<file path="src/verilog/spi_rb_pkg.sv">
// constants, field layouts and the frame check shared by both ends of the readback link
// assumes a 100 MHz system clock on both ends and an 80 ns serial clock
package spi_rb_pkg;

    localparam int CLK_PERIOD_NS = 10;
    localparam int SCLK_PERIOD_NS = 80;
    localparam int SCLK_HALF_CYC = SCLK_PERIOD_NS / (2 * CLK_PERIOD_NS);

    localparam int FRAME_BITS = 32;
    localparam int ITEM_BITS = 24;
    localparam logic [5:0] FRAME_EDGES = 6'd32;
    localparam logic [4:0] ITEM_LAST = 5'd23;
    localparam logic [7:0] CRC_POLY = 8'h07;
    localparam logic [7:0] CRC_INIT = 8'h00;

    // device register map limits
    localparam logic [6:0] READ_SELECT_ADDR = 7'h41;
    localparam logic [6:0] REG_TOP_ADDR = 7'h46;
    localparam logic [6:0] GAP0_LO = 7'h30;
    localparam logic [6:0] GAP0_HI = 7'h3b;
    localparam logic [6:0] GAP1_LO = 7'h3d;
    localparam logic [6:0] GAP1_HI = 7'h40;

    // readback select register layout
    localparam int RS_ADDR_LSB = 0;
    localparam int RS_INFO_BIT = 7;
    localparam int RS_AUTO_BIT = 8;
    localparam logic [15:0] READ_SELECT_RST = 16'h0000;

    // controller register map, byte offsets on the wishbone bus
    localparam logic [7:0] HOST_TXD = 8'h00;
    localparam logic [7:0] HOST_CTRL = 8'h04;
    localparam logic [7:0] HOST_RXD = 8'h08;
    localparam logic [7:0] HOST_IRQ_STS = 8'h0c;
    localparam logic [7:0] HOST_IRQ_CLR = 8'h10;
    localparam logic [7:0] HOST_IRQ_EN = 8'h14;
    localparam logic [7:0] HOST_STATE = 8'h18;
    localparam int CTRL_HOLD_BIT = 0;
    localparam int IRQ_W = 3;
    localparam int IRQ_DONE = 0;
    localparam int IRQ_CRC = 1;
    localparam int IRQ_STUCK = 2;

    function automatic logic [7:0] crc8(input logic [23:0] d);
        logic [7:0] c;
        c = CRC_INIT;
        for (int i = 23; i >= 0; i--) begin
            c = (c[7] ^ d[i]) ? ({c[6:0], 1'b0} ^ CRC_POLY) : {c[6:0], 1'b0};
        end
        return c;
    endfunction : crc8

endpackage : spi_rb_pkg

</file>
<file path="src/verilog/spi_rb_if.sv">
// the four wires of the serial readback link
// assumes the controller end drives clock, frame select and inbound data
interface spi_rb_if;
    logic sclk;
    logic sync_n;
    logic sdi;
    logic sdo;

    modport dev (
        input sclk,
        input sync_n,
        input sdi,
        output sdo
    );

    modport host (
        output sclk,
        output sync_n,
        output sdi,
        input sdo
    );
endinterface : spi_rb_if

</file>
<file path="src/verilog/spi_rb_device.sv">
// device end of the serial link: write framing check, two-stage and automatic readback, streaming
// assumes register contents come from same-clock logic, answered combinationally for o_rd_addr
// Overview of operation
// - info 0: word 1, address, data, crc
// - info 1: 1, 0, alert, ready, comparators
// - streaming keeps shifting while clocks come
// - master keeps frame select low to stream
// - streaming steps to next register each word; the code holds at REG_TOP_ADDR (0x46) and repeats it
// - edges must be 32 plus 24n, else error; the code also flags any edges past 32 in a frame that is not a read
// - streamed item is 16 data, 8 crc
// - no register writes while streaming
// - software sets auto-readback enable bit
// - auto readback returns pointed register every transfer
// - without auto readback use two-frame read
// - frame end reloads selected readback address
// - select held low after auto read streams
// - bit 31 on select fall, rest rising
// - read: select address, then any frame
// - crc x^8+x^2+x+1 over 24 bits
//
// Local design decisions: the Wishbone interface to the registers and the placing of the registers.
module spi_rb_device
    import spi_rb_pkg::*;
(
    input wire logic i_clk,
    input wire logic i_rstn,
    spi_rb_if.dev link,
    output logic [6:0] o_rd_addr,
    input wire logic [15:0] i_rd_data,
    input wire logic i_alert,
    input wire logic i_adc_rdy,
    input wire logic [3:0] i_din_comp,
    output logic o_wr_stb,
    output logic [6:0] o_wr_addr,
    output logic [15:0] o_wr_data,
    output logic [15:0] o_read_select,
    output logic o_streaming,
    output logic o_clock_count_error,
    output logic o_crc_error
);

    logic [2:0] sclk_q;
    logic [2:0] sync_q;
    logic [1:0] sdi_q;
    logic sclk_rise;
    logic sclk_fall;
    logic sync_fall;
    logic sync_rise;
    logic in_frame;

    logic [31:0] rx_r;
    logic [5:0] fcnt_r;
    logic [5:0] rcnt_r;
    logic [4:0] icnt_r;
    logic extra_r;
    logic active_r;
    logic rb_pend_r;
    logic [31:0] word_r;
    logic [4:0] idx_r;
    logic sdo_r;
    logic [6:0] addr_r;
    logic [15:0] rdsel_r;

    logic [7:0] hdr;
    logic [15:0] data;
    logic [31:0] tx_word;
    logic len_ok;
    logic crc_ok;
    logic accept;
    logic sel_write;

    // sclk, frame select and sdi share the same two-stage delay so they stay aligned
    always_ff @(posedge i_clk) begin
        if (!i_rstn) begin
            sclk_q <= 3'h7;
            sync_q <= 3'h7;
            sdi_q <= 2'h0;
        end else begin
            sclk_q <= {sclk_q[1:0], link.sclk};
            sync_q <= {sync_q[1:0], link.sync_n};
            sdi_q <= {sdi_q[0], link.sdi};
        end
    end

    assign in_frame = ~sync_q[1];
    assign sclk_rise = in_frame & sclk_q[1] & ~sclk_q[2];
    assign sclk_fall = in_frame & ~sclk_q[1] & sclk_q[2];
    assign sync_fall = ~sync_q[1] & sync_q[2];
    assign sync_rise = sync_q[1] & ~sync_q[2];

    function automatic logic mapped(input logic [6:0] a);
        return (a <= REG_TOP_ADDR) && !(a >= GAP0_LO && a <= GAP0_HI) && !(a >= GAP1_LO && a <= GAP1_HI);
    endfunction : mapped

    // outbound word for the current read address
    always_comb begin
        data = mapped(addr_r) ? i_rd_data : 16'h0000;
        if (rdsel_r[RS_INFO_BIT]) begin
            hdr = {1'b1, 1'b0, i_alert, i_adc_rdy, i_din_comp};
        end else begin
            hdr = {1'b1, addr_r};
        end
        tx_word = {hdr, data, crc8({hdr, data})};
    end

    // inbound shift on falling edges, frame checks
    assign crc_ok = (rx_r[7:0] == crc8(rx_r[31:8]));
    assign len_ok = (rcnt_r == FRAME_EDGES) && (icnt_r == 5'd0) && (!extra_r || active_r);
    assign accept = len_ok && !extra_r && (fcnt_r == FRAME_EDGES) && crc_ok;
    assign sel_write = accept && (rx_r[30:24] == READ_SELECT_ADDR);

    always_ff @(posedge i_clk) begin
        if (!i_rstn) begin
            rx_r <= 32'h0000_0000;
            fcnt_r <= 6'h00;
        end else if (sync_fall) begin
            fcnt_r <= 6'h00;
        end else if (sclk_fall) begin
            if (fcnt_r <= FRAME_EDGES) begin
                fcnt_r <= fcnt_r + 6'h01;
            end
            if (fcnt_r < FRAME_EDGES) begin
                rx_r <= {rx_r[30:0], sdi_q[1]};
            end
        end
    end

    // rising edge counting: first 32, then items of 24
    always_ff @(posedge i_clk) begin
        if (!i_rstn) begin
            rcnt_r <= 6'h00;
            icnt_r <= 5'h00;
            extra_r <= 1'b0;
        end else if (sync_fall) begin
            rcnt_r <= 6'h00;
            icnt_r <= 5'h00;
            extra_r <= 1'b0;
        end else if (sclk_rise) begin
            if (rcnt_r < FRAME_EDGES) begin
                rcnt_r <= rcnt_r + 6'h01;
            end else begin
                extra_r <= 1'b1;
                icnt_r <= (icnt_r == ITEM_LAST) ? 5'h00 : icnt_r + 5'h01;
            end
        end
    end

    // a frame is a read when it follows a select write or auto readback is on
    always_ff @(posedge i_clk) begin
        if (!i_rstn) begin
            active_r <= 1'b0;
            o_streaming <= 1'b0;
        end else if (sync_fall) begin
            active_r <= rb_pend_r | rdsel_r[RS_AUTO_BIT];
            o_streaming <= 1'b0;
        end else if (sync_rise) begin
            o_streaming <= 1'b0;
        end else if (sclk_rise && rcnt_r == FRAME_EDGES) begin
            o_streaming <= active_r;
        end
    end

    // outbound shifter: msb straight off the select fall, the rest on rising edges
    always_ff @(posedge i_clk) begin
        if (!i_rstn) begin
            word_r <= 32'h0000_0000;
            idx_r <= 5'h00;
            sdo_r <= 1'b0;
        end else if (sync_fall) begin
            word_r <= tx_word;
            idx_r <= 5'd31;
            sdo_r <= 1'b1;
        end else if (sclk_rise) begin
            if (idx_r == 5'h00) begin
                // next item: address field is not resent, only data and crc
                word_r <= tx_word;
                idx_r <= ITEM_LAST;
                sdo_r <= tx_word[ITEM_LAST];
            end else begin
                idx_r <= idx_r - 5'h01;
                sdo_r <= word_r[idx_r - 5'h01];
            end
        end
    end

    assign link.sdo = sdo_r;

    // read address: steps during a streamed read, reloads at frame end
    always_ff @(posedge i_clk) begin
        if (!i_rstn) begin
            addr_r <= 7'h00;
        end else if (sync_rise) begin
            addr_r <= sel_write ? rx_r[14:8] : rdsel_r[RS_ADDR_LSB +: 7];
        end else if (sclk_rise && active_r && idx_r == 5'h01 && addr_r < REG_TOP_ADDR) begin
            // step while the last bit is out so the next word is ready before the next edge
            addr_r <= addr_r + 7'h01;
        end
    end

    assign o_rd_addr = addr_r;

    // select register and the two-stage read pending flag
    always_ff @(posedge i_clk) begin
        if (!i_rstn) begin
            rdsel_r <= READ_SELECT_RST;
            rb_pend_r <= 1'b0;
        end else if (sync_rise) begin
            rb_pend_r <= sel_write;
            if (sel_write) begin
                rdsel_r <= rx_r[23:8];
            end
        end
    end

    assign o_read_select = rdsel_r;

    // writes to the rest of the map, and error pulses
    always_ff @(posedge i_clk) begin
        if (!i_rstn) begin
            o_wr_stb <= 1'b0;
            o_wr_addr <= 7'h00;
            o_wr_data <= 16'h0000;
            o_clock_count_error <= 1'b0;
            o_crc_error <= 1'b0;
        end else begin
            o_wr_stb <= sync_rise && accept && !sel_write;
            o_clock_count_error <= sync_rise && !len_ok;
            o_crc_error <= sync_rise && len_ok && !extra_r && (fcnt_r == FRAME_EDGES) && !crc_ok;
            if (sync_rise && accept) begin
                o_wr_addr <= rx_r[30:24];
                o_wr_data <= rx_r[23:8];
            end
        end
    end

endmodule : spi_rb_device

</file>
<file path="src/flat_wrapper.sv">
// flat-port wrapper written by rule: the top's interface ports become plain ports
module spi_rb_device_flat import spi_rb_pkg::*;
  (i_clk, i_rstn, o_rd_addr, i_rd_data, i_alert, i_adc_rdy, i_din_comp, o_wr_stb, o_wr_addr, o_wr_data, o_read_select, o_streaming, o_clock_count_error, o_crc_error, link_sclk, link_sync_n, link_sdi, link_sdo);
  spi_rb_if link_i ();
  input wire logic i_clk;
  input wire logic i_rstn;
  output logic [6:0] o_rd_addr;
  input wire logic [15:0] i_rd_data;
  input wire logic i_alert;
  input wire logic i_adc_rdy;
  input wire logic [3:0] i_din_comp;
  output logic o_wr_stb;
  output logic [6:0] o_wr_addr;
  output logic [15:0] o_wr_data;
  output logic [15:0] o_read_select;
  output logic o_streaming;
  output logic o_clock_count_error;
  output logic o_crc_error;
  input wire logic [$bits(link_i.sclk)-1:0] link_sclk;
  input wire logic [$bits(link_i.sync_n)-1:0] link_sync_n;
  input wire logic [$bits(link_i.sdi)-1:0] link_sdi;
  output wire logic [$bits(link_i.sdo)-1:0] link_sdo;
  assign link_i.sclk = link_sclk;
  assign link_i.sync_n = link_sync_n;
  assign link_i.sdi = link_sdi;
  assign link_sdo = link_i.sdo;
  spi_rb_device u_core (.i_clk(i_clk), .i_rstn(i_rstn), .link(link_i), .o_rd_addr(o_rd_addr), .i_rd_data(i_rd_data), .i_alert(i_alert), .i_adc_rdy(i_adc_rdy), .i_din_comp(i_din_comp), .o_wr_stb(o_wr_stb), .o_wr_addr(o_wr_addr), .o_wr_data(o_wr_data), .o_read_select(o_read_select), .o_streaming(o_streaming), .o_clock_count_error(o_clock_count_error), .o_crc_error(o_crc_error));
endmodule
</file>
<file path="config.mk">
export PLATFORM = sky130hd
export DESIGN_NAME = spi_rb_device_flat
export DESIGN_NICKNAME = d
export VERILOG_FILES = /design/src/verilog/spi_rb_pkg.sv /design/src/verilog/spi_rb_if.sv /design/src/verilog/spi_rb_device.sv /design/src/flat_wrapper.sv
export SDC_FILE = /design/constraint.sdc
export NUM_CORES = 1
export LEC_CHECK = 0
export BUFFER_PORTS_ARGS = -buffer_cell sky130_fd_sc_hd__buf_2
export CORE_MARGIN = 2
export CORE_UTILIZATION = 41
export DETAILED_ROUTE_END_ITERATION = 6
export PLACE_DENSITY = 0.61
export SLEW_MARGIN = 0
export SYNTH_ARGS = -nofsm -noshare
export SYNTH_HDL_FRONTEND = slang
export SYNTH_SLANG_ARGS = --single-unit
</file>
<file path="constraint.sdc">
create_clock -name i_clk -period 3.47 [get_ports i_clk]
set_input_delay 0.1735 -clock i_clk [delete_from_list [all_inputs] [get_ports i_clk]]
set_output_delay 0.1735 -clock i_clk [all_outputs]
set_load 0.01 [all_outputs]
</file>
## Word-level counts from Yosys, hierarchy flattened

Cells that the tools add are included.

- Bits in registers: 148
- Bits in latches: 0
- Memory bits (writable): 0
- ROM bits: 0
- Memories: 0

- Add/subtract/negate cells: 5
- Multipliers: 0
- Divide/modulo/power cells: 0
- Order comparisons: 10
- Equal/unequal tests: 6
- Shift operators: 0
- Muxes and demuxes: 65
- Bitwise gates (word level): 106
- Reductions and logical operators: 41

Operators by type and width:

| cell | number |
|---|---|
| $mux W3 | 48 |
| $not A3 Y3 | 46 |
| $mux W32 | 3 |
| $xor A1 B1 Y1 | 36 |
| $mux W7 | 4 |
| $logic_and A1 B1 Y1 | 21 |
| $mux W5 | 4 |
| $mux W16 | 1 |
| $ge A7 B6 Y1 const B | 2 |
| $le A7 B7 Y1 const B | 2 |
| $add A6 B1 Y6 const B | 2 |
| $eq A6 B6 Y1 const B | 2 |
| $lt A6 B6 Y1 const B | 2 |
| $logic_not A5 Y1 | 2 |
| $reduce_and A2 Y1 | 5 |
| $xor A1 B1 Y1 const A | 10 |
| $eq A8 B8 Y1 | 1 |
| $add A7 B1 Y7 const B | 1 |
| $eq A7 B7 Y1 const B | 1 |
| $le A7 B6 Y1 const B | 1 |
| $lt A7 B7 Y1 const B | 1 |
| $not A1 Y1 | 7 |
| $and A1 B1 Y1 | 6 |
| $le A6 B6 Y1 const B | 1 |
| other kinds (14) | 24 |

## Depth between registers and ports, before layout

Gate-level depths: netlist of run 1.

- Depth after elaboration: 52
- Gate-level depth with buffers: 14
- Depth with buffers taken out: 11

## Worst setup path before layout of run 1

No wires, ideal clock.

- Kind: flip-flop to flip-flop
- Start: register u_core.rx_r[28]
- End: register u_core.rdsel_r[7], in the netlist u_core.o_read_select[7]
- Arrival: 2.993 ns
- Data required time: 3.342 ns
- Path slack: 0.349 ns
- Cell stages (with the launch flop): 15
- Cells stage by stage: dfxtp_1 buf_2 inv_1 ha_1 xor2_1 xnor2_1 xor2_1 xor3_1 or3_1 a21oi_2 nand4b_1 buf_6 buf_6 mux2i_1 nor2_1

- Word-level cells in the longest chain between the ends: 22
- Elaborated cells on any way between the ends: 48

RTL lines:

| element | line | text |
|---|---|---|
| start: declaration | spi_rb_device.sv:51 | `logic [31:0] rx_r;` |
| start signal: assignment | spi_rb_device.sv:123 | `rx_r <= {rx_r[30:0], sdi_q[1]};` |
| $xor A1 B1 Y1 | spi_rb_pkg.sv:48 | `c = (c[7] ^ d[i]) ? ({c[6:0], 1'b0} ^ CRC_POLY) : {c[6:0], 1'b0};` |
| $mux W3 | spi_rb_pkg.sv:48 |  |
| $not A3 Y3 (no line) | -- |  |
| $mux W3 | spi_rb_pkg.sv:48 |  |
| $not A3 Y3 (no line) | -- |  |
| $mux W3 | spi_rb_pkg.sv:48 |  |
| $xor A1 B1 Y1 | spi_rb_pkg.sv:48 |  |
| $mux W3 | spi_rb_pkg.sv:48 |  |
| [6 not listed] | -- |  |
| $not A3 Y3 (no line) | -- |  |
| $mux W3 | spi_rb_pkg.sv:48 |  |
| $not A3 Y3 (no line) | -- |  |
| $mux W3 | spi_rb_pkg.sv:48 |  |
| $eq A8 B8 Y1 | spi_rb_device.sv:107 | `assign crc_ok = (rx_r[7:0] == crc8(rx_r[31:8]));` |
| $logic_and A1 B1 Y1 | spi_rb_device.sv:109 | `assign accept = len_ok && !extra_r && (fcnt_r == FRAME_EDGES) && crc_ok;` |
| $logic_and A1 B1 Y1 * | spi_rb_device.sv:110 | `assign sel_write = accept && (rx_r[30:24] == READ_SELECT_ADDR);` |
| $reduce_and A2 Y1 (no line) * | -- |  |
| end signal: assignment | spi_rb_device.sv:210 | `rdsel_r <= rx_r[23:8];` |
| end: declaration | spi_rb_device.sv:62 | `logic [15:0] rdsel_r;` |

Every way passes the cells marked *; elsewhere a longest branch is shown, timed or not.
A chain may end at the register's enable or synchronous reset.

## Final worst setup path of run 1

- Start: register u_core.rx_r[28]
- End: register u_core.o_wr_data[11]

- Word-level cells in the longest chain between the ends: 21
- Elaborated cells on any way between the ends: 46

RTL lines:

| element | line | text |
|---|---|---|
| $xor A1 B1 Y1 * | spi_rb_pkg.sv:48 |  |
| $mux W3 * | spi_rb_pkg.sv:48 |  |
| $not A3 Y3 (no line) | -- |  |
| $mux W3 | spi_rb_pkg.sv:48 |  |
| $not A3 Y3 (no line) | -- |  |
| $mux W3 | spi_rb_pkg.sv:48 |  |
| $xor A1 B1 Y1 | spi_rb_pkg.sv:48 |  |
| $mux W3 | spi_rb_pkg.sv:48 |  |
| [5 not listed] | -- |  |
| $mux W3 | spi_rb_pkg.sv:48 |  |
| $not A3 Y3 (no line) | -- |  |
| $mux W3 | spi_rb_pkg.sv:48 |  |
| $not A3 Y3 (no line) | -- |  |
| $mux W3 | spi_rb_pkg.sv:48 |  |
| $eq A8 B8 Y1 * | spi_rb_device.sv:107 |  |
| $logic_and A1 B1 Y1 * | spi_rb_device.sv:109 |  |
| $logic_and A1 B1 Y1 * | spi_rb_device.sv:229 | `if (sync_rise && accept) begin` |
| end signal: assignment | spi_rb_device.sv:231 | `o_wr_data <= rx_r[23:8];` |
| end: declaration | spi_rb_device.sv:35 | `output logic [15:0] o_wr_data,` |

Marks and branches as above.

==> impl_results.md, run 1 <==
* Final Hold Fails at 0
* DR vias at 5,869
* Reg2reg end: u_core.o_wr_data[11]
* Fmax at 0.310 GHz
* Peak VDD IR at 0.357 mV
* Post-CTS Repair Setup Buffers at 0
* Setup Skew at 0.00782 ns
* DRT Wirelength at 17.5 mm
* Buffers and inverters on the worst path at 2
* Status: complete, no violations
* Min cycle time layout at 3.22 ns
* #FFs+latches synth at 148
* Netlist cell types at 51
* Final nets at 964
* Hold-fix buffers at CTS at 4
* Crit path cell chain: inv_1 -> ha_1 -> xor2_1 -> xnor2_1 -> xor2_1 -> xor3_1 -> or3_1 -> a21oi_2 -> nand4_4 -> buf_12 -> mux2i_1 -> nor2_1
* Unrepaired setup endpoints after global routing: false
* Most frequent cell after synthesis: dfxtp_1
* Routed wire per std cell at 15.0 um
* Register area share after synthesis at 39.4%
* Initial Util at 41.9%
* Worst path most repeated cell: xor2_1
* Worst path slowest cell: xor3_1
* Total gr overflow at 0
* Htree depth at 4
* Ys flop type: dfxtp_1
* Synth top area cells: dfxtp_1, xnor2_1, mux2i_1
* WHS at 0.0236 ns
* Reg2reg path depth at 12
* Gate Count Post-Synth at 859
* HPWL Detailed at 12.1 mm
* Required @ worst endpoint at 3.77 ns
* Area leader, netlist: dfxtp_1
* CTS Buffer Depth at 2
* CP max stage delay at 0.39 ns
* Buffers on Ports at 77
* Top cell type's share of synthesized area at 39.4%
* Tcrit/Tclk final at 92.9%
* HP Start: i_rd_data[0]
* Final setup TNS at 0 ns
* Hold Path Class: input pin to register
* Final WS setup at 0.247 ns
* DP Worst Slack at 0.246 ns
* Die area at 19,500 sq um
* Post-route antenna net violation count at 0
* CP Launch Type: register
* CTS tree: done
* Final count of negative-setup-slack endpoints at 0
* YS warnings at 0
* Resized cells post-CTS at 0
* CP endpoint: u_core.o_wr_data[11]
* Fill cell count at 1,748
* Clk slew on worst S/H paths at 0.07 ns
* Core area at 18,000 sq um
* Global-route wire length before repair at 28.8 mm
* Synthesized net count at 899
* Avg Inst Size Synth at 8.76 sq um
* Critical Path Start: u_core.rx_r[28]
* Max Slew Vio Count at 0
* Tightest Pin Transition at 0.625 ns
* Die height at 139 um
* Reg-to-reg startpoint: u_core.rx_r[28]
* Crit Path Max Fanout at 17
* CP arrival at 3.52 ns
* Crit path depth at 12
* Die width at 139 um
* Diode count at 0
* Avg Vias per Cell at 5.03
* I/O pin cnt at 78
* Sink Count at 148
* Layout cells sized above 1 at 16.4%
* Detailed Routing Iterations Pass 1 at 4
* Largest net degree at the start of global routing at 45
* Asr flop ratio synth at 0%
* DR DRC count at 0
* Mapped Area at 7520 sq um
* Nature of the critical path endpoint: register
* Total CTS buffers at 17
* Max-Cap Viols at 0
* Crit path kind: register to register
* Gr usage total at 18.3%
* FF-to-FF setup slack at 0.25 ns
* Initial DRC count at 347
* Pleak at 0.00369 uW
* Root Driver: clkbuf_16
* Rel. slew slack at 57.8%
* Post-synth EDFFs at 0
* Cell family with most CP delay: XOR/XNOR gates
* GPL Wtd Cong at 0.835
* Finished Layout Cells at 1,166
* Initial antenna violation count at 0
* # placed instances at 1,130
* Post-synth top cells: dfxtp_1, nand2_1, nor2_1
* P per Cell Area at 445 nW/um^2
* Clk_lat worst skew at 0.43 ns
* Vias in the first global route at 5,638
* Site Rows at 49
* Synth-to-layout area growth at 15.8%
[worst min-delay path, delay by kind of cell]
| kind | cells | cell delay (ns) |
|---|---|---|
| buffers and inverters | 1 | 0.11 |
| and+or+nand+nor | 1 | 0.06 |
| AOI/OAI and AO/OA | 1 | 0.06 |
[layout make-up]
| type | count | area (sq um) | area share, % |
|---|---|---|---|
| Tap cell | 229 | 287 | 3.29 |
| Inverter | 20 | 76.3 | 0.876 |
| Clock inverter | 15 | 120 | 1.38 |
| Sequential cell | 148 | 2960 | 34.0 |
| Timing Repair Buffer | 106 | 626 | 7.18 |
| Multi-Input combinational cell | 631 | 4220 | 48.4 |
| Clock buffer | 17 | 425 | 4.88 |
[routing by layer]
metal / vias to the layer above / GRT usage (%) / routed length (um)
met5: - / 0 / 0
met2: 88 / 27.3 / 7710
met4: 0 / 5.90 / 196
li1: 2997 / - / -
met3: 11 / 4.03 / 634
met1: 2773 / 26.4 / 9000
[per-stage QoR]
stage | power (uW) | instance area, sq um | util [%]
after CTS | 3920 | 8720 | 48.5
after detailed placement | 2190 | 8130 | 45.3
final | 3880 | 8720 | 48.5
after global routing | 4030 | 8720 | 48.5
after global placement | 2190 | 8130 | 45.3
after floorplan | 2100 | 7520 | -
[cells in the final DEF, fill, tap and decap left out, drive strengths merged, types with 17 or more instances in the layout]
cell    count
a21oi      75
nand3      27
clkbuf     17
xor2       38
nand2     118
buf       102
o21ai      18
mux2i      52
xnor2      92
inv        27
dfxtp     148
nor2      102
[cells by family after synthesis]
logic type                 synth area share, %
and+or+nand+nor                           17.5
buffers and inverters                     4.66
DFF                                       39.4
muxes                                     9.91
xor gates and xnor gates                  17.3
adders and majority gates                 2.16
AOI/OAI and AO/OA                         9.01
[flip-flops by register name, summed over array words and instances (netlist names)]
name / count
u_core.sdi_q: 2
u_core.o_crc_error: 1
u_core.active_r: 1
u_core.extra_r: 1
u_core.o_wr_addr: 7
u_core.o_streaming: 1
u_core.word_r: 32
u_core.idx_r: 5
u_core.fcnt_r: 6
u_core.o_wr_stb: 1
u_core.rb_pend_r: 1
u_core.sync_q: 3
u_core.icnt_r: 5
u_core.o_read_select: 16
u_core.o_clock_count_error: 1
u_core.sclk_q: 3
u_core.link.sdo: 1
u_core.o_wr_data: 16
u_core.o_rd_addr: 7
u_core.rx_r: 32
u_core.rcnt_r: 6
[power by group]
group          total (uW)  switching [uW]  leakage, uW  internal [uW]
combinational         400             213      0.00222            186
sequential           1750            25.4      0.00120           1730
clock                1730             796     0.000268            932
[worst min-delay path by stage]
stage	cells after the start	end	slack [ns]
3_5_place_dp	2	u_core.sync_q[0]	0.36
2_1_floorplan	1	u_core.sclk_q[0]	0.27
5_1_grt	3	u_core.word_r[8]	0.02
4_1_cts	3	u_core.word_r[8]	0.005
3_3_place_gp	2	u_core.sync_q[0]	0.37
6_report	3	u_core.word_r[8]	0.02
No activity file was read; power rests on OpenSTA's default activity.
==> run 2, diff against run 1 <==
Settings changed: CORE_UTILIZATION 41 to 40, PLACE_DENSITY 0.61 to 0.6.
==> run 2 against run 1 <==
Clock skew increased by 0.014 ns; cell count about the same; total power increased by 1.9%; hold slack improved by 0.0079 ns; setup slack improved by 0.074 ns; clock power increased by 4%; largest power group is now the clock network; cell area increased by 0.20%; global-route usage decreased by 0.50 points; critical path depth unchanged; critical path type unchanged; core utilization decreased by 1.5 points; flip-flop and latch count unchanged.
==> impl_results.md, run 2 (synthesis gave the netlist of run 1 again) <==
* Status: complete, no violations (unchanged)
* CP arrival at 3.45 ns (was 3.52 ns)
* Buffers and inverters on the worst path at 2 (unchanged)
* Final Hold Fails at 0 (unchanged)
* I/O pin cnt at 78 (unchanged)
* Fmax at 0.318 GHz (was 0.310 GHz)
* WHS at 0.0315 ns (was 0.0236 ns)
* Avg Vias per Cell at 4.93 (was 5.03)
* CTS tree: done (unchanged)
* Reg2reg path depth at 12 (unchanged)
* Initial DRC count at 306 (was 347)
* Final WS setup at 0.321 ns (was 0.247 ns)
* DR vias at 5,749 (was 5,869)
* Global-route wire length before repair at 28.5 mm (was 28.8 mm)
* Rel. slew slack at 49.0% (was 57.8%)
* Total gr overflow at 0 (unchanged)
* Tcrit/Tclk final at 90.8% (was 92.9%)
* Peak VDD IR at 0.420 mV (was 0.357 mV)
* Post-route antenna net violation count at 0 (unchanged)
* Max Slew Vio Count at 0 (unchanged)
* Pleak at 0.00368 uW (was 0.00369 uW)
* Hold endpoint: u_core.word_r[13] (was u_core.word_r[8])
* DP Worst Slack at 0.227 ns (was 0.246 ns)
* Required @ worst endpoint at 3.77 ns (about the same)
* Sink Count at 148 (unchanged)
* Root Driver: clkbuf_16 (unchanged)
* Largest regs: u_core.rx_r (32), u_core.word_r (32) (unchanged)
* Tightest Pin Transition at 0.756 ns (was 0.625 ns)
* Crit Path Max Fanout at 24 (was 17)
* P per Cell Area at 453 nW/um^2 (was 445 nW/um^2)
* DRT Wirelength at 17.3 mm (was 17.5 mm)
* Hold Path Class: input pin to register (unchanged)
* Unrepaired setup endpoints after global routing: false (unchanged)
* Buffers on Ports at 77 (unchanged)
* Core area at 18,600 sq um (was 18,000 sq um)
* CP Launch Type: register (unchanged)
* Die width at 141 um (was 139 um)
* Max-Cap Viols at 0 (unchanged)
* Initial antenna violation count at 0 (unchanged)
* FF-to-FF setup slack at 0.32 ns (was 0.25 ns)
* Clk_lat worst skew at 0.43 ns (about the same)
* Commonest non-fill, non-tap cell in the layout: dfxtp_1 (unchanged)
* Worst hold stages at 3 (unchanged)
* Clk slew on worst S/H paths at 0.06 ns (was 0.07 ns)
* Crit path cell chain: inv_1 -> ha_1 -> xor2_1 -> xnor2_1 -> xor2_2 -> xor3_1 -> or3_1 -> a21oi_2 -> nand4b_1 -> buf_4 -> mux2i_1 -> nor2_1 (was inv_1 -> ha_1 -> xor2_1 -> xnor2_1 -> xor2_1 -> xor3_1 -> or3_1 -> a21oi_2 -> nand4_4 -> buf_12 -> mux2i_1 -> nor2_1)
* Vias in the first global route at 5,508 (was 5,638)
* Gr usage total at 17.8% (was 18.3%)
* Total CTS buffers at 17 (unchanged)
* Largest net degree at the start of global routing at 80 (was 45)
* Final nets at 961 (was 964)
* Die height at 141 um (was 139 um)
* Reg-to-reg startpoint: u_core.rx_r[28] (unchanged)
* CTS Buffer Depth at 2 (unchanged)
* Htree depth at 4 (unchanged)
* CP max stage delay at 0.37 ns (was 0.39 ns)
* DR DRC count at 0 (unchanged)
* HPWL Detailed at 12.0 mm (was 12.1 mm)
* Commonest non-fill, non-tap cells in the layout: dfxtp_1, nand2_1, nor2_1 (unchanged)
* Setup Skew at 0.0222 ns (was 0.00782 ns)
* Routed wire per std cell at 14.8 um (was 15.0 um)
* Diode count at 0 (unchanged)
* Layout cells sized above 1 at 16.2% (was 16.4%)
* Reg2reg end: u_core.o_read_select[5] (was u_core.o_wr_data[11])
* Worst path slowest cell: xor3_1 (unchanged)
* Cell family with most CP delay: XOR/XNOR gates (unchanged)
* Final count of negative-setup-slack endpoints at 0 (unchanged)
* Site Rows at 50 (was 49)
* Final setup TNS at 0 ns (unchanged)
* HP Start: i_rd_data[5] (was i_rd_data[0])
* GPL Wtd Cong at 0.827 (was 0.835)
* Detailed Routing Iterations Pass 1 at 4 (unchanged)
* Min cycle time layout at 3.15 ns (was 3.22 ns)
* Die area at 19,900 sq um (was 19,500 sq um)
* Post-layout util at 47.0% (was 48.5%)
* Crit path kind: register to register (unchanged)
* Synth-to-layout area growth at 16.1% (was 15.8%)
* Nature of the critical path endpoint: register (unchanged)
* Initial Util at 40.5% (was 41.9%)
==> run 2: cell types whose count changed in the layout (fill, tap and decap cells not counted) <==
cell,previous run,this run
buf_4,24,22
inv_6,7,1
clkbuf_1,0,1
clkbuf_8,0,1
xor2_1,38,37
clkinvlp_4,2,4
dlygate4sd3_1,4,3
xor2_2,0,1
bufinv_16,0,2
inv_8,1,0
==> run 2: through the flow <==
stage                     total power, uW  instance area (sq um)  cells
after floorplan                      2100                   7520    859
after global placement               2190                   8120   1133
after detailed placement             2190                   8120   1133
after CTS                            4000                   8730   1167
after global routing                 4110                   8730   1167
final                                3960                   8730   1167
==> run 2: worst reg2reg max path, cell delays in order, from the launching register on <==
cell	delay [ns]
dfxtp_1	0.33
inv_1	0.05
ha_1	0.29
xor2_1	0.15
xnor2_1	0.30
xor2_2	0.28
xor3_1	0.37
or3_1	0.35
a21oi_2	0.24
nand4b_1	0.12
buf_4	0.29
mux2i_1	0.21
nor2_1	0.05
==> run 2: final cells by class <==
class,count,area (sq um)
tap,234,293
multi-input combinational,631,4230
fill,1790,9850
clock inverter,12,131
sequential,148,2960
inverter,20,76.3
timing repair buffer,103,601
clock buffer,19,443
==> run 2: worst max path at each step <==
stage | slack (ns) | end | start | cells after the start
after floorplan | 0.35 | u_core.o_read_select[7] | u_core.rx_r[28] | 14
after global placement | 0.29 | u_core.o_rd_addr[3] | u_core.rx_r[28] | 12
after detailed placement | 0.23 | u_core.o_read_select[7] | u_core.rx_r[28] | 12
after CTS | 0.21 | u_core.o_read_select[5] | u_core.rx_r[28] | 12
after global routing | 0.04 | u_core.o_read_select[15] | u_core.rx_r[28] | 12
final | 0.32 | u_core.o_read_select[5] | u_core.rx_r[28] | 12
==> run 2: timing repair <==
item / CTS / global route
endpoints found under the setup margin: 0 / 27
resized for setup: 0 / 1
setup buffers: 0 / 0
hold buffers: 3 / 0
hold endpoints to repair: 3 / 0
==> run 2: routing by layer <==
metal  share of wire [%]  vias to the layer above  track usage [%]  wire [um]
met1                  50                     2679             24.9       8690
met3                 3.1                       18             4.01        543
met5                   0                        -                0          0
met4                 1.4                        0             5.63        241
li1                    -                     2978                -          -
met2                  45                       74             27.4       7800
==> run 2: report_power, final <==
part	switching, uW	internal [uW]
Clock	725	1070
Combinational	217	187
Sequential	24.5	1730
